`config.mk`:
```
export PLATFORM = sky130hd
export DESIGN_NAME = nvss_sequencer
export DESIGN_NICKNAME = d
export VERILOG_FILES = /design/src/nvss_timer.v /design/src/nvss_sequencer.v
export VERILOG_INCLUDE_DIRS = /design/src
export SDC_FILE = /design/constraint.sdc
export NUM_CORES = 1
export LEC_CHECK = 0
export BUFFER_PORTS_ARGS = -buffer_cell sky130_fd_sc_hd__buf_2
export CAP_MARGIN = 40
export CORE_MARGIN = 10
export CORE_UTILIZATION = 60
export CTS_CLUSTER_SIZE = 14
export DETAILED_ROUTE_END_ITERATION = 6
export GPL_TIMING_DRIVEN = 0
export PLACE_DENSITY = 0.85
export SYNTH_ARGS = -nofsm -noshare
export SYNTH_HDL_FRONTEND = slang
export SYNTH_HIERARCHICAL = 1
export SYNTH_SLANG_ARGS = --single-unit
export TNS_END_PERCENT = 5
```
`constraint.sdc`:
```
create_clock -name REF_CLK -period 3.9 [get_ports REF_CLK]
set_clock_uncertainty 0.1 [all_clocks]
set_input_delay 0.39 -clock REF_CLK [delete_from_list [all_inputs] [get_ports REF_CLK]]
set_output_delay 0.39 -clock REF_CLK [all_outputs]
set_load 0.05 [all_outputs]
```
`src/nvss_defines.vh`:
```
// Timing constants for the store/recall sequencer.
// Assumes a 25 MHz reference clock; counts are derived from times in their own unit.
`ifndef NVSS_DEFINES_VH
`define NVSS_DEFINES_VH
`define NVSS_CLK_MHZ 25
// Times as given (longest times round down)
`define NVSS_RECALL_LV_MS 40
`define NVSS_RECALL_MS 20
`define NVSS_STORE_MS 8
`define NVSS_SRECALL_US 600
`define NVSS_SOFT_SEQ_US 500
`define NVSS_SLEEP_MS 8
`define NVSS_STANDBY_US 100
`define NVSS_PIN_DRIVE_NS 500
`define NVSS_ACCESS_US 5
`define NVSS_WRITE_GRACE_NS 25
// Cycle counts at 25 MHz, sized to the 20-bit interval timers
`define NVSS_RECALL_LV_CYC 20'hf4240
`define NVSS_RECALL_CYC 20'h7a120
`define NVSS_STORE_CYC 20'h30d40
`define NVSS_SRECALL_CYC 20'h03a98
`define NVSS_SOFT_SEQ_CYC 20'h030d4
`define NVSS_SLEEP_CYC 20'h30d40
`define NVSS_STANDBY_CYC 20'h009c4
`define NVSS_PIN_DRIVE_CYC 20'h0000c
`define NVSS_ACCESS_CYC 20'h0007d
// 25 ns is under one 40 ns cycle, so it floors to the one-cycle minimum
`define NVSS_WRITE_GRACE_CYC 20'h00001
`endif

```
`src/nvss_timer.v`:
```
// Down-counting one-shot timer used for every sequencer interval.
// Assumes a single clock and a synchronous active-low reset.
`timescale 1ns/1ps
`default_nettype none
module nvss_timer #(
    parameter W = 20
) (
    // Clock and reset
    input wire clk,
    input wire rst_n,
    // Control
    input wire load,
    input wire [W-1:0] count,
    // Status
    output reg done
);
    reg [W-1:0] remain;
    reg running;

    // Load wins over a running count; done pulses when the count reaches its end
    always @(posedge clk)
    begin
        if (!rst_n)
        begin
            remain <= {W{1'b0}};
            running <= 1'b0;
            done <= 1'b0;
        end
        else if (load)
        begin
            remain <= count;
            running <= 1'b1;
            done <= 1'b0;
        end
        else if (running && remain <= {{(W-1){1'b0}}, 1'b1})
        begin
            running <= 1'b0;
            done <= 1'b1;
        end
        else
        begin
            remain <= remain - {{(W-1){1'b0}}, 1'b1};
            done <= 1'b0;
        end
    end
endmodule // nvss_timer
`default_nettype wire

```
`src/nvss_sequencer.v`:
```
// Store/recall sequencer of a serial nonvolatile SRAM.
// Assumes supply status and commands arrive synchronous to REF_CLK, already decoded.
`timescale 1ns/1ps
`default_nettype none
`include "nvss_defines.vh"
// Function
// (RULE_01) Power-up recall ends within 40 ms (low-voltage) or 20 ms after supply rises.
// (RULE_02) Power-loss save and pin store are skipped if no SRAM write since the last cycle.
// (RULE_03) Accesses are ignored during store or recall and while supply is low.
// (RULE_04) SRAM stays enabled one grace cycle after a store, recall or save-enable change starts.
// (RULE_05) Soft commands are acted on within 500 us of receipt.
// (RULE_06) Serial I/O is blocked until a store or recall completes.
// (RULE_07) Sleep is entered no later than 8 ms after the sleep command.
// (RULE_08) The host waits the wake time after waking the device before access.
// (RULE_09) Standby is entered within 100 us of chip select going high.
// (RULE_10) An outside store request holds the store pin low at least 15 ns.
// (RULE_11) SRAM is disabled the whole time the store pin is held low from outside; the code drops SRAM_ENABLE up to four cycles after the pin falls.
// (RULE_12) After a store the store pin is driven high at most 500 ns, then released.
// (RULE_13) Access returns no later than 5 us after the store pin goes high.
// (RULE_14) Store ends within 8 ms, software recall within 600 us, busy held throughout.
// (RULE_15) Without a store pin, power-loss save and pin store are absent.
module nvss_sequencer #(
    parameter HAS_PIN = 1,
    parameter HAS_SAVE = 1,
    parameter LOW_VOLT = 0,
    parameter [19:0] RECALL_LV_CYC = `NVSS_RECALL_LV_CYC,
    parameter [19:0] RECALL_CYC = `NVSS_RECALL_CYC,
    parameter [19:0] STORE_CYC = `NVSS_STORE_CYC,
    parameter [19:0] SLEEP_CYC = `NVSS_SLEEP_CYC,
    parameter [19:0] SRECALL_CYC = `NVSS_SRECALL_CYC,
    parameter [19:0] SOFT_SEQ_CYC = `NVSS_SOFT_SEQ_CYC,
    parameter [19:0] STANDBY_CYC = `NVSS_STANDBY_CYC,
    parameter [19:0] ACCESS_CYC = `NVSS_ACCESS_CYC
) (
    // Clock and reset
    input wire REF_CLK,
    input wire RST_N,
    // Supply and chip select
    input wire SUPPLY_OK,
    input wire CS_N,
    // Decoded soft commands and the SRAM write strobe, one-cycle pulses
    input wire CMD_STORE,
    input wire CMD_RECALL,
    input wire CMD_SAVE_EN,
    input wire CMD_SAVE_DIS,
    input wire CMD_SLEEP,
    input wire SRAM_WRITE,
    // Open-drain store/busy pin
    input wire STORE_BUSY_PIN_IN,
    output reg STORE_BUSY_PIN_OUT,
    output reg STORE_BUSY_PIN_OE,
    // Status
    output reg SRAM_ENABLE,
    output reg ACCESS_INHIBIT_WINDOW,
    output reg BUSY,
    output reg SLEEPING,
    output reg STANDBY,
    output reg SAVE_ENABLED
);
    localparam [3:0] ST_OFF = 4'h0, ST_PRECALL = 4'h1, ST_IDLE = 4'h2, ST_GRACE = 4'h3;
    localparam [3:0] ST_STORE = 4'h4, ST_RECALL = 4'h5, ST_DRIVE = 4'h6, ST_SETTLE = 4'h7;
    localparam [3:0] ST_SLEEPING = 4'h8, ST_SLEEP = 4'h9, ST_PINLOW = 4'ha, ST_SOFT = 4'hb;
    localparam [1:0] OP_STORE = 2'h0, OP_RECALL = 2'h1, OP_SAVE = 2'h2;
    localparam [19:0] DRIVE_CYC = `NVSS_PIN_DRIVE_CYC;
    localparam [19:0] GRACE_CYC = `NVSS_WRITE_GRACE_CYC;

    reg [3:0] state;
    reg [1:0] op;
    reg dirty;
    reg save_arg;
    reg tload;
    reg [19:0] tcount;
    wire tdone;
    reg sb_load;
    wire sb_done;
    wire pin_low = (HAS_PIN != 0) && !STORE_BUSY_PIN_IN && !STORE_BUSY_PIN_OE;
    wire skip = !dirty;
    wire save_ok = (HAS_SAVE != 0) && (HAS_PIN != 0) && SAVE_ENABLED;

    // Registered hand-offs eat a few cycles of each interval, so loads are shortened
    function [19:0] trim_cyc;
        input [19:0] n;
        input [19:0] k;
        trim_cyc = (n > k) ? n - k : 20'h00001;
    endfunction
    wire [19:0] recall_len = trim_cyc((LOW_VOLT != 0) ? RECALL_LV_CYC : RECALL_CYC, 20'h00002);

    // Interval timer for the main sequence
    nvss_timer #(.W(20)) u_timer (
        .clk(REF_CLK),
        .rst_n(RST_N),
        .load(tload),
        .count(tcount),
        .done(tdone)
    );
    // Separate standby timer so chip select idle never disturbs an operation
    nvss_timer #(.W(20)) u_standby (
        .clk(REF_CLK),
        .rst_n(RST_N),
        .load(sb_load),
        .count(trim_cyc(STANDBY_CYC, 20'h00002)),
        .done(sb_done)
    );

    // Timer loads, decided from the state and its triggers
    always @*
    begin
        tload = 1'b0;
        tcount = GRACE_CYC;
        case (state)
            ST_OFF:
                if (SUPPLY_OK)
                begin
                    tload = 1'b1;
                    tcount = recall_len; // RULE_01
                end
            ST_IDLE:
                if (!SUPPLY_OK || pin_low
                    || CMD_STORE || CMD_RECALL || CMD_SAVE_EN || CMD_SAVE_DIS)
                begin
                    tload = 1'b1;
                    tcount = GRACE_CYC; // RULE_04
                end
                else if (CMD_SLEEP)
                begin
                    tload = 1'b1;
                    tcount = trim_cyc(SLEEP_CYC, 20'h00002); // RULE_07
                end
            ST_GRACE:
                if (tdone)
                begin
                    tload = 1'b1;
                    tcount = (op == OP_STORE) ? trim_cyc(STORE_CYC, 20'h00003) :
                             (op == OP_RECALL) ? trim_cyc(SRECALL_CYC, 20'h00003) :
                             trim_cyc(SOFT_SEQ_CYC, 20'h00003); // RULE_14
                end
            ST_STORE:
                if (tdone)
                begin
                    tload = 1'b1;
                    tcount = trim_cyc(DRIVE_CYC, 20'h00001); // RULE_12
                end
            ST_DRIVE, ST_RECALL, ST_PINLOW:
                if ((state == ST_PINLOW) ? STORE_BUSY_PIN_IN : tdone)
                begin
                    tload = 1'b1;
                    tcount = trim_cyc(ACCESS_CYC, 20'h00003); // RULE_13
                end
            ST_SLEEPING:
                if (!CS_N)
                begin
                    tload = 1'b1;
                    tcount = recall_len;
                end
            default:
            begin
                tload = 1'b0;
                tcount = GRACE_CYC;
            end
        endcase
    end

    // Main sequence
    always @(posedge REF_CLK)
    begin
        if (!RST_N)
        begin
            state <= ST_OFF;
            op <= OP_STORE;
            dirty <= 1'b0;
            save_arg <= 1'b0;
            SAVE_ENABLED <= 1'b1;
        end
        else if (!SUPPLY_OK && state != ST_IDLE && state != ST_GRACE && state != ST_STORE)
        begin
            state <= ST_OFF; // RULE_03
        end
        else
        begin
            // A write landing with the store start still marks the array dirty
            if (SRAM_WRITE && SRAM_ENABLE)
                dirty <= 1'b1;
            case (state)
                ST_OFF:
                    if (SUPPLY_OK)
                        state <= ST_PRECALL;
                ST_PRECALL:
                    if (tdone)
                    begin
                        state <= ST_IDLE;
                        dirty <= 1'b0;
                    end
                ST_IDLE:
                    if (!SUPPLY_OK || pin_low)
                    begin
                        op <= OP_STORE;
                        // A power-loss save needs the pin, the feature and the enable
                        state <= skip ? (pin_low ? ST_PINLOW : ST_OFF) : // RULE_02
                                 (SUPPLY_OK || save_ok) ? ST_GRACE : ST_OFF; // RULE_15
                    end
                    else if (CMD_STORE || CMD_RECALL)
                    begin
                        op <= CMD_STORE ? OP_STORE : OP_RECALL;
                        state <= ST_GRACE; // RULE_05
                    end
                    else if (CMD_SAVE_EN || CMD_SAVE_DIS)
                    begin
                        op <= OP_SAVE;
                        save_arg <= CMD_SAVE_EN;
                        state <= ST_GRACE;
                    end
                    else if (CMD_SLEEP)
                        state <= ST_SLEEP;
                ST_GRACE:
                    if (tdone)
                        state <= (op == OP_STORE) ? ST_STORE :
                                 (op == OP_RECALL) ? ST_RECALL : ST_SOFT;
                ST_STORE:
                    if (tdone)
                    begin
                        dirty <= 1'b0;
                        state <= ST_DRIVE;
                    end
                ST_RECALL:
                    if (tdone)
                    begin
                        dirty <= 1'b0;
                        state <= ST_SETTLE;
                    end
                ST_SOFT:
                    if (tdone)
                    begin
                        SAVE_ENABLED <= save_arg;
                        state <= ST_IDLE;
                    end
                ST_DRIVE:
                    if (tdone)
                        state <= (pin_low || !STORE_BUSY_PIN_IN) ? ST_PINLOW : ST_SETTLE;
                ST_PINLOW:
                    if (STORE_BUSY_PIN_IN)
                        state <= ST_SETTLE; // RULE_11
                ST_SETTLE:
                    if (tdone)
                        state <= ST_IDLE;
                ST_SLEEP:
                    if (tdone)
                        state <= ST_SLEEPING;
                ST_SLEEPING:
                    if (!CS_N)
                        state <= ST_PRECALL;
                default:
                    state <= ST_OFF;
            endcase
        end
    end

    // Standby after chip select rises, restarted by any select low
    always @(posedge REF_CLK)
    begin
        if (!RST_N)
        begin
            STANDBY <= 1'b0;
            sb_load <= 1'b0;
        end
        else
        begin
            sb_load <= !CS_N;
            if (!CS_N)
                STANDBY <= 1'b0;
            else if (sb_done)
                STANDBY <= 1'b1; // RULE_09
        end
    end

    // Registered outputs
    always @(posedge REF_CLK)
    begin
        if (!RST_N)
        begin
            SRAM_ENABLE <= 1'b0;
            ACCESS_INHIBIT_WINDOW <= 1'b1;
            BUSY <= 1'b1;
            SLEEPING <= 1'b0;
            STORE_BUSY_PIN_OUT <= 1'b0;
            STORE_BUSY_PIN_OE <= 1'b0;
        end
        else
        begin
            SRAM_ENABLE <= SUPPLY_OK && (state == ST_IDLE || state == ST_GRACE); // RULE_04
            ACCESS_INHIBIT_WINDOW <= !(SUPPLY_OK && state == ST_IDLE); // RULE_06
            BUSY <= state != ST_IDLE; // RULE_14
            SLEEPING <= state == ST_SLEEPING;
            // Drive low through the store, high briefly after, then release
            STORE_BUSY_PIN_OUT <= (state == ST_STORE && !tdone) ? 1'b0 : 1'b1; // RULE_12
            STORE_BUSY_PIN_OE <= (HAS_PIN != 0)
                && (state == ST_STORE || (state == ST_DRIVE && !tdone));
        end
    end
endmodule // nvss_sequencer
`default_nettype wire

```
Word-level counts from Yosys, hierarchy flattened:

Cells that the tools add are included.

* flip-flop bits (word level): 61
* output and inout bits: 8
* logic and storage cells: 156

* $add $sub $neg: 2
* magnitude comparators: 2
* eq/ne operators: 27
* multiplexer cells: 56
* bitwise logic cells: 4
* reductions and logical operators: 45

Operator list (number)
* one-hot mux 20 bit (6 select lines): 1
* 2-to-1 mux 4 bit: 19
* 2-to-1 mux 18 bit: 4
* less-or-equal comparator 20 x 1 -> 1 bit (second input constant): 2
* 2-to-1 mux 20 bit: 2
* one-hot mux 4 bit (10 select lines): 1
* subtractor 20 x 1 -> 20 bit (second input constant): 2
* 2-to-1 mux 19 bit: 2
* 2-to-1 mux 12 bit: 3
* 2-to-1 mux 1 bit: 18
* == test 4 x 3 -> 1 bit (second input constant): 4
* == test 4 bit (second input constant): 4
* inequality test 2 x 1 -> 1 bit (second input constant): 6
* logical AND 1 bit: 11
* logical OR 1 bit: 11
* inequality test 2 bit (second input constant): 5
* AND reduction 10 bit: 1
* OR reduction 3 bit: 3
* == test 4 x 2 -> 1 bit (second input constant): 2
* 2-to-1 mux 2 bit: 4
* inequality test 4 x 2 -> 1 bit (second input constant): 2
* OR reduction 2 bit: 4
* 2-to-1 mux 7 bit: 1
* zero test 1 bit: 6
* 13 further kinds: 18

Logic depth before layout (Yosys ltp):

* word-level depth: 10
* mapped depth: 11
* mapped depth without buffers: 9

Modules after synthesis:

Netlist, hierarchy kept.

Modules (own cells, without submodules)
* nvss_timer (u_timer): instances 1, cells an instance 136, area an instance 1272.5 µm², seq. area each 440.4 µm²
* nvss_timer (u_standby): instances 1, cells an instance 143, area an instance 1208.7 µm², seq. area each 440.4 µm²
* nvss_sequencer: instances 1, cells an instance 155, area an instance 1144.8 µm², seq. area each 340.3 µm²

Worst setup path after synthesis:

No wires, ideal clock.

* path type: register to register
* start point: register state[3]
* end point: register u_timer.remain[15]
* setup time: 0.067 ns
* data arrival time: 2.277 ns
* required time: 3.733 ns
* path slack: 1.456 ns
* stages on the path, launching flop included: 12
* buffers on the path: 3
* clock period less this slack: 2.444 ns
* cells stage by stage: dfxtp_1 -> clkbuf_1 -> inv_1 -> nor4_1 -> a31oi_1 -> o211a_1 -> nand3_1 -> and2_1 -> clkbuf_1 -> clkbuf_1 -> nand2_1 -> o21ai_2

* word-level cells in the longest chain between the ends: 5
* elaborated cells on any way between the ends: 16

RTL lines
* start, declared: RTL line nvss_sequencer.v:67 `reg [3:0] state;`
* start signal, assigned: RTL line nvss_sequencer.v:198 `state <= skip ? (pin_low ? ST_PINLOW : ST_OFF) :`
* start signal, assigned: RTL line nvss_sequencer.v:216 `state <= (op == OP_STORE) ? ST_STORE :`
* start signal, assigned: RTL line nvss_sequencer.v:238 `state <= (pin_low || !STORE_BUSY_PIN_IN) ? ST_PINLOW : ST_SETTLE;`
* == test 4 bit: RTL line nvss_sequencer.v:110, nvss_sequencer.v:144
* 2-to-1 mux 1 bit (2 in series): RTL line nvss_sequencer.v:144 `if ((state == ST_PINLOW) ? STORE_BUSY_PIN_IN : tdone)`
* one-hot mux 1 bit (5 select lines) (*): RTL line nvss_sequencer.v:110 `case (state)`
* via tload: RTL line nvss_sequencer.v:71 `reg tload;`
* inequality test 2 bit (no source line) / 2-to-1 mux 20 bit (equally long branches)
* end signal, assigned: RTL line nvss_timer.v:25 `remain <= {W{1'b0}};`
* end signal, assigned: RTL line nvss_timer.v:31 `remain <= count;`
* end signal, assigned: RTL line nvss_timer.v:42 `remain <= remain - {{(W-1){1'b0}}, 1'b1};`
* end, declared: RTL line nvss_timer.v:17 `reg [W-1:0] remain;`

Mark *: on every way through the listed nets, which the timed path passes. The rest lies on a longest branch.
A chain may end at the register's enable or synchronous reset.

Final worst setup path:

* start point: register state[3]
* end point: register u_timer.remain[12]

Same word-level chain as after synthesis.

==> results.yml <==
outcome:
  status: "complete, no violations"
route:
  vias_per_cell: 5.98
  drt-initial-drc-count: 161
  drcViolationCount: 0
  detail-route-antenna-nets: 0
  wl_per_cell_microns: 15.1
  routed_wl_mm: 8.50
  drtPass1Iterations: 4
  vias: 3360
clock_tree:
  cts_tree: "built"
  cts.path.max_buffers: 2
  clk_pin_slew_ps: 70
  cts-root-buf: "clkbuf_8"
  cts_resized: 0
  clock-sinks: 61
  postCtsSetupBuffers: 0
  holdBufCountCts: 0
  cts_buffers: 9
  h-tree-depth: 3
  worstSkewPairLatency_ps: 360
grt:
  grt_overflow_total: 0
  grt_max_degree: 19
  use_met2: 0.269
  grt_pass1_wl_mm: 14.4
  grt_usage: 0.176
  grt_pass1_vias: 3107
  antenna_found_initial: 0
  grt_use_met1: 0.223
  grt-busiest-layer: "met2"
  grtUsageMet3: 0.0529
job:
  maxCapViolCount: 0
setup_path:
  cp-start-kind: "flop"
  cp_top_family: "buffers and inverters"
  arrival_ps: 3330
  critPathRequiredTime_ps: 4090
  critPathKind: "flop to flop"
  startpoint: "state[3]"
  worstReg2RegEnd: "u_timer/remain[12]"
  reg2reg_from: "state[3]"
  crit_buf_inv: 4
  cp-endpoint: "u_timer/remain[12]"
  end_kind: "flop"
  crit_cells: 11
  critPathMaxStageDelay_ps: 410
  worstRegToRegCells: 11
  cp_max_fo: 10
  cp_cell_sequence: "clkbuf_1 -> inv_1 -> nor4_1 -> a31oi_1 -> o211a_1 -> nand3_1 -> and2_1 -> clkbuf_1 -> clkbuf_1 -> nand2_1 -> o21ai_2"
  crit_top_cell: "clkbuf_1"
  cp_slowest_cell: "dfxtp_1"
  r2r_slack_ps: 770
timing:
  relSlewSlack: 0.363
  post-route-period-util: 0.804
  min_period_ps: 3130
  hold_viol_final: 0
  clock.fmax_mhz: 319
  rsz0062_at_grt: "false"
  worst_pin_slew_ps: 946
  final-setup-viol-count: 0
  slew_violations: 0
  fin_tns_setup_ps: 0
synthesis:
  synth_flop_cell: "dfxtp_1"
  synth-seq-cells: 61
  ys_types: 73
  synthesis.area_sq_mm: 0.00363
  yosysWarnings: 6
  synthCells: 434
  syn_avg_cell_area_sq_um: 8.35
  synth_edf_count: 0
  ys_top_cells_by_area: "dfxtp_1 34%, nand2_1 6.1%, xor2_1 5.8%, o21ai_0 4.8%, nor2_1 2.7%"
  ys_seq_area_frac: 0.337
  yosysTopAreaCell: "dfxtp_1"
  synth_top_area_frac: 0.337
  async_reset_ff_frac: 0
power:
  finalPower_uw: 2430
  peakVddDrop_mv: 0.489
  powerDensity_mw_per_mm2: 595
  leakage_uw: 0.00158
layout:
  nNetsFinal: 497
  multiInputGateArea_sq_mm: 0.00233
  drive_gt1_frac: 0.152
  final_common_cell: "dfxtp_1"
  layout.cells.most_common_list: "61 x dfxtp_1, 59 x nand2_1, 35 x o21ai_0, 26 x nor2_1, 24 x xor2_1"
  antennaDiodeCount: 0
  design_area_sq_mm: 0.00408
  syn_to_final_growth_pct: 12.5
  regArea_sq_mm: 0.00122
  fillers: 486
placed_design:
  dp_hpwl_mm: 6.00
  placed_cell_area_sq_mm: 0.00388
  gp_congestion: 0.958
  port_buffers: 17
min_path:
  min_path_cells: 2
  min_from: "CS_N"
  hold_class: "primary input to flop"
die:
  start_util: 0.616
  die_area_sq_mm: 0.00955
  die_h_microns: 97.7
  num_io_pins: 19
  core_sq_mm: 0.00589
  rows: 28
  fp.dieW_microns: 97.7
==> cell usage after synthesis, types with 3 or more instances <==
cell and count:
dfxtp_1 61, nand2_1 59, o21ai_0 35, nor2_1 26
xor2_1 24, a21oi_1 16, inv_1 14, nand3_1 12
nand2b_1 11, clkbuf_1 9, nand4_1 9, nor3_1 9
nand4b_1 8, nor4_1 8, o21ai_2 7, a31oi_1 6
and3_1 5, mux2i_1 5, nor2b_1 5, o22ai_1 5
a21boi_0 4, ha_1 4, nor3b_1 4, nor4_4 4
o211ai_1 4, o21ai_1 4, or4_1 4, xnor2_1 4
a22oi_2 3, a32o_1 3, buf_2 3, o21a_1 3
o31a_1 3, or3_1 3
==> stage by stage <==
step | util | hold slack [ps] | instances | setup slack, ps
5_1_grt | 0.693 | 153 | 562 | 451
4_1_cts | 0.693 | 130 | 562 | 837
6_report | 0.693 | 136 | 562 | 766
3_5_place_dp | 0.659 | 355 | 546 | 888
3_3_place_gp | 0.659 | 343 | 546 | 869
2_1_floorplan | - | 332 | 454 | 1460
==> kinds of logic after synthesis <==
logic type	synth area share
other	0.00207
adders and majority gates	0.0138
buffers and inverters	0.0404
AOI/OAI and AO/OA	0.210
xor gates and xnor gates	0.0676
and+or+nand+nor	0.315
muxes	0.0138
DFF	0.337
==> layout make-up <==
class	count	area share
clock buffer	9	0.0304
clock inverter	7	0.0184
timing repair buffer	17	0.0209
inverter	16	0.0147
multi-input combinational	361	0.572
buffer	16	0.0212
sequential	61	0.299
tap	75	0.0230
==> how the worst min path moves through the flow <==
| stage | endpoint | slack [ps] |
|---|---|---|
| after floorplan | STANDBY | 330 |
| after global placement | STANDBY | 340 |
| after detailed placement | STANDBY | 360 |
| after CTS | sb_load | 130 |
| after global routing | sb_load | 150 |
| final | sb_load | 140 |
==> power breakdown <==
group | internal, uW | switching (uW)
Sequential | 736 | 151
Combinational | 402 | 565
Clock | 297 | 279
Total | 1430 | 995
==> registers in the layout (all words and copies together) (netlist names), 2 cells and up <==
| register | count |
|---|---|
| u_standby/remain | 20 |
| u_timer/remain | 20 |
| state | 4 |
| op | 2 |
==> worst reg2reg max path, delay by kind of cell, from the launching register on <==
kind	cells	cell delay, ps
DFF	1	410
and+or+nand+nor	4	890
buffers and inverters	4	1240
AOI/OAI and AO/OA	3	440
==> routing by layer <==
metal / vias to the layer above / share of wire
met5: - / 0
met4: 0 / 0.019
met3: 16 / 0.074
met2: 119 / 0.44
met1: 1562 / 0.46
li1: 1663 / -
Note: power is estimated with default switching activity, not from simulation.
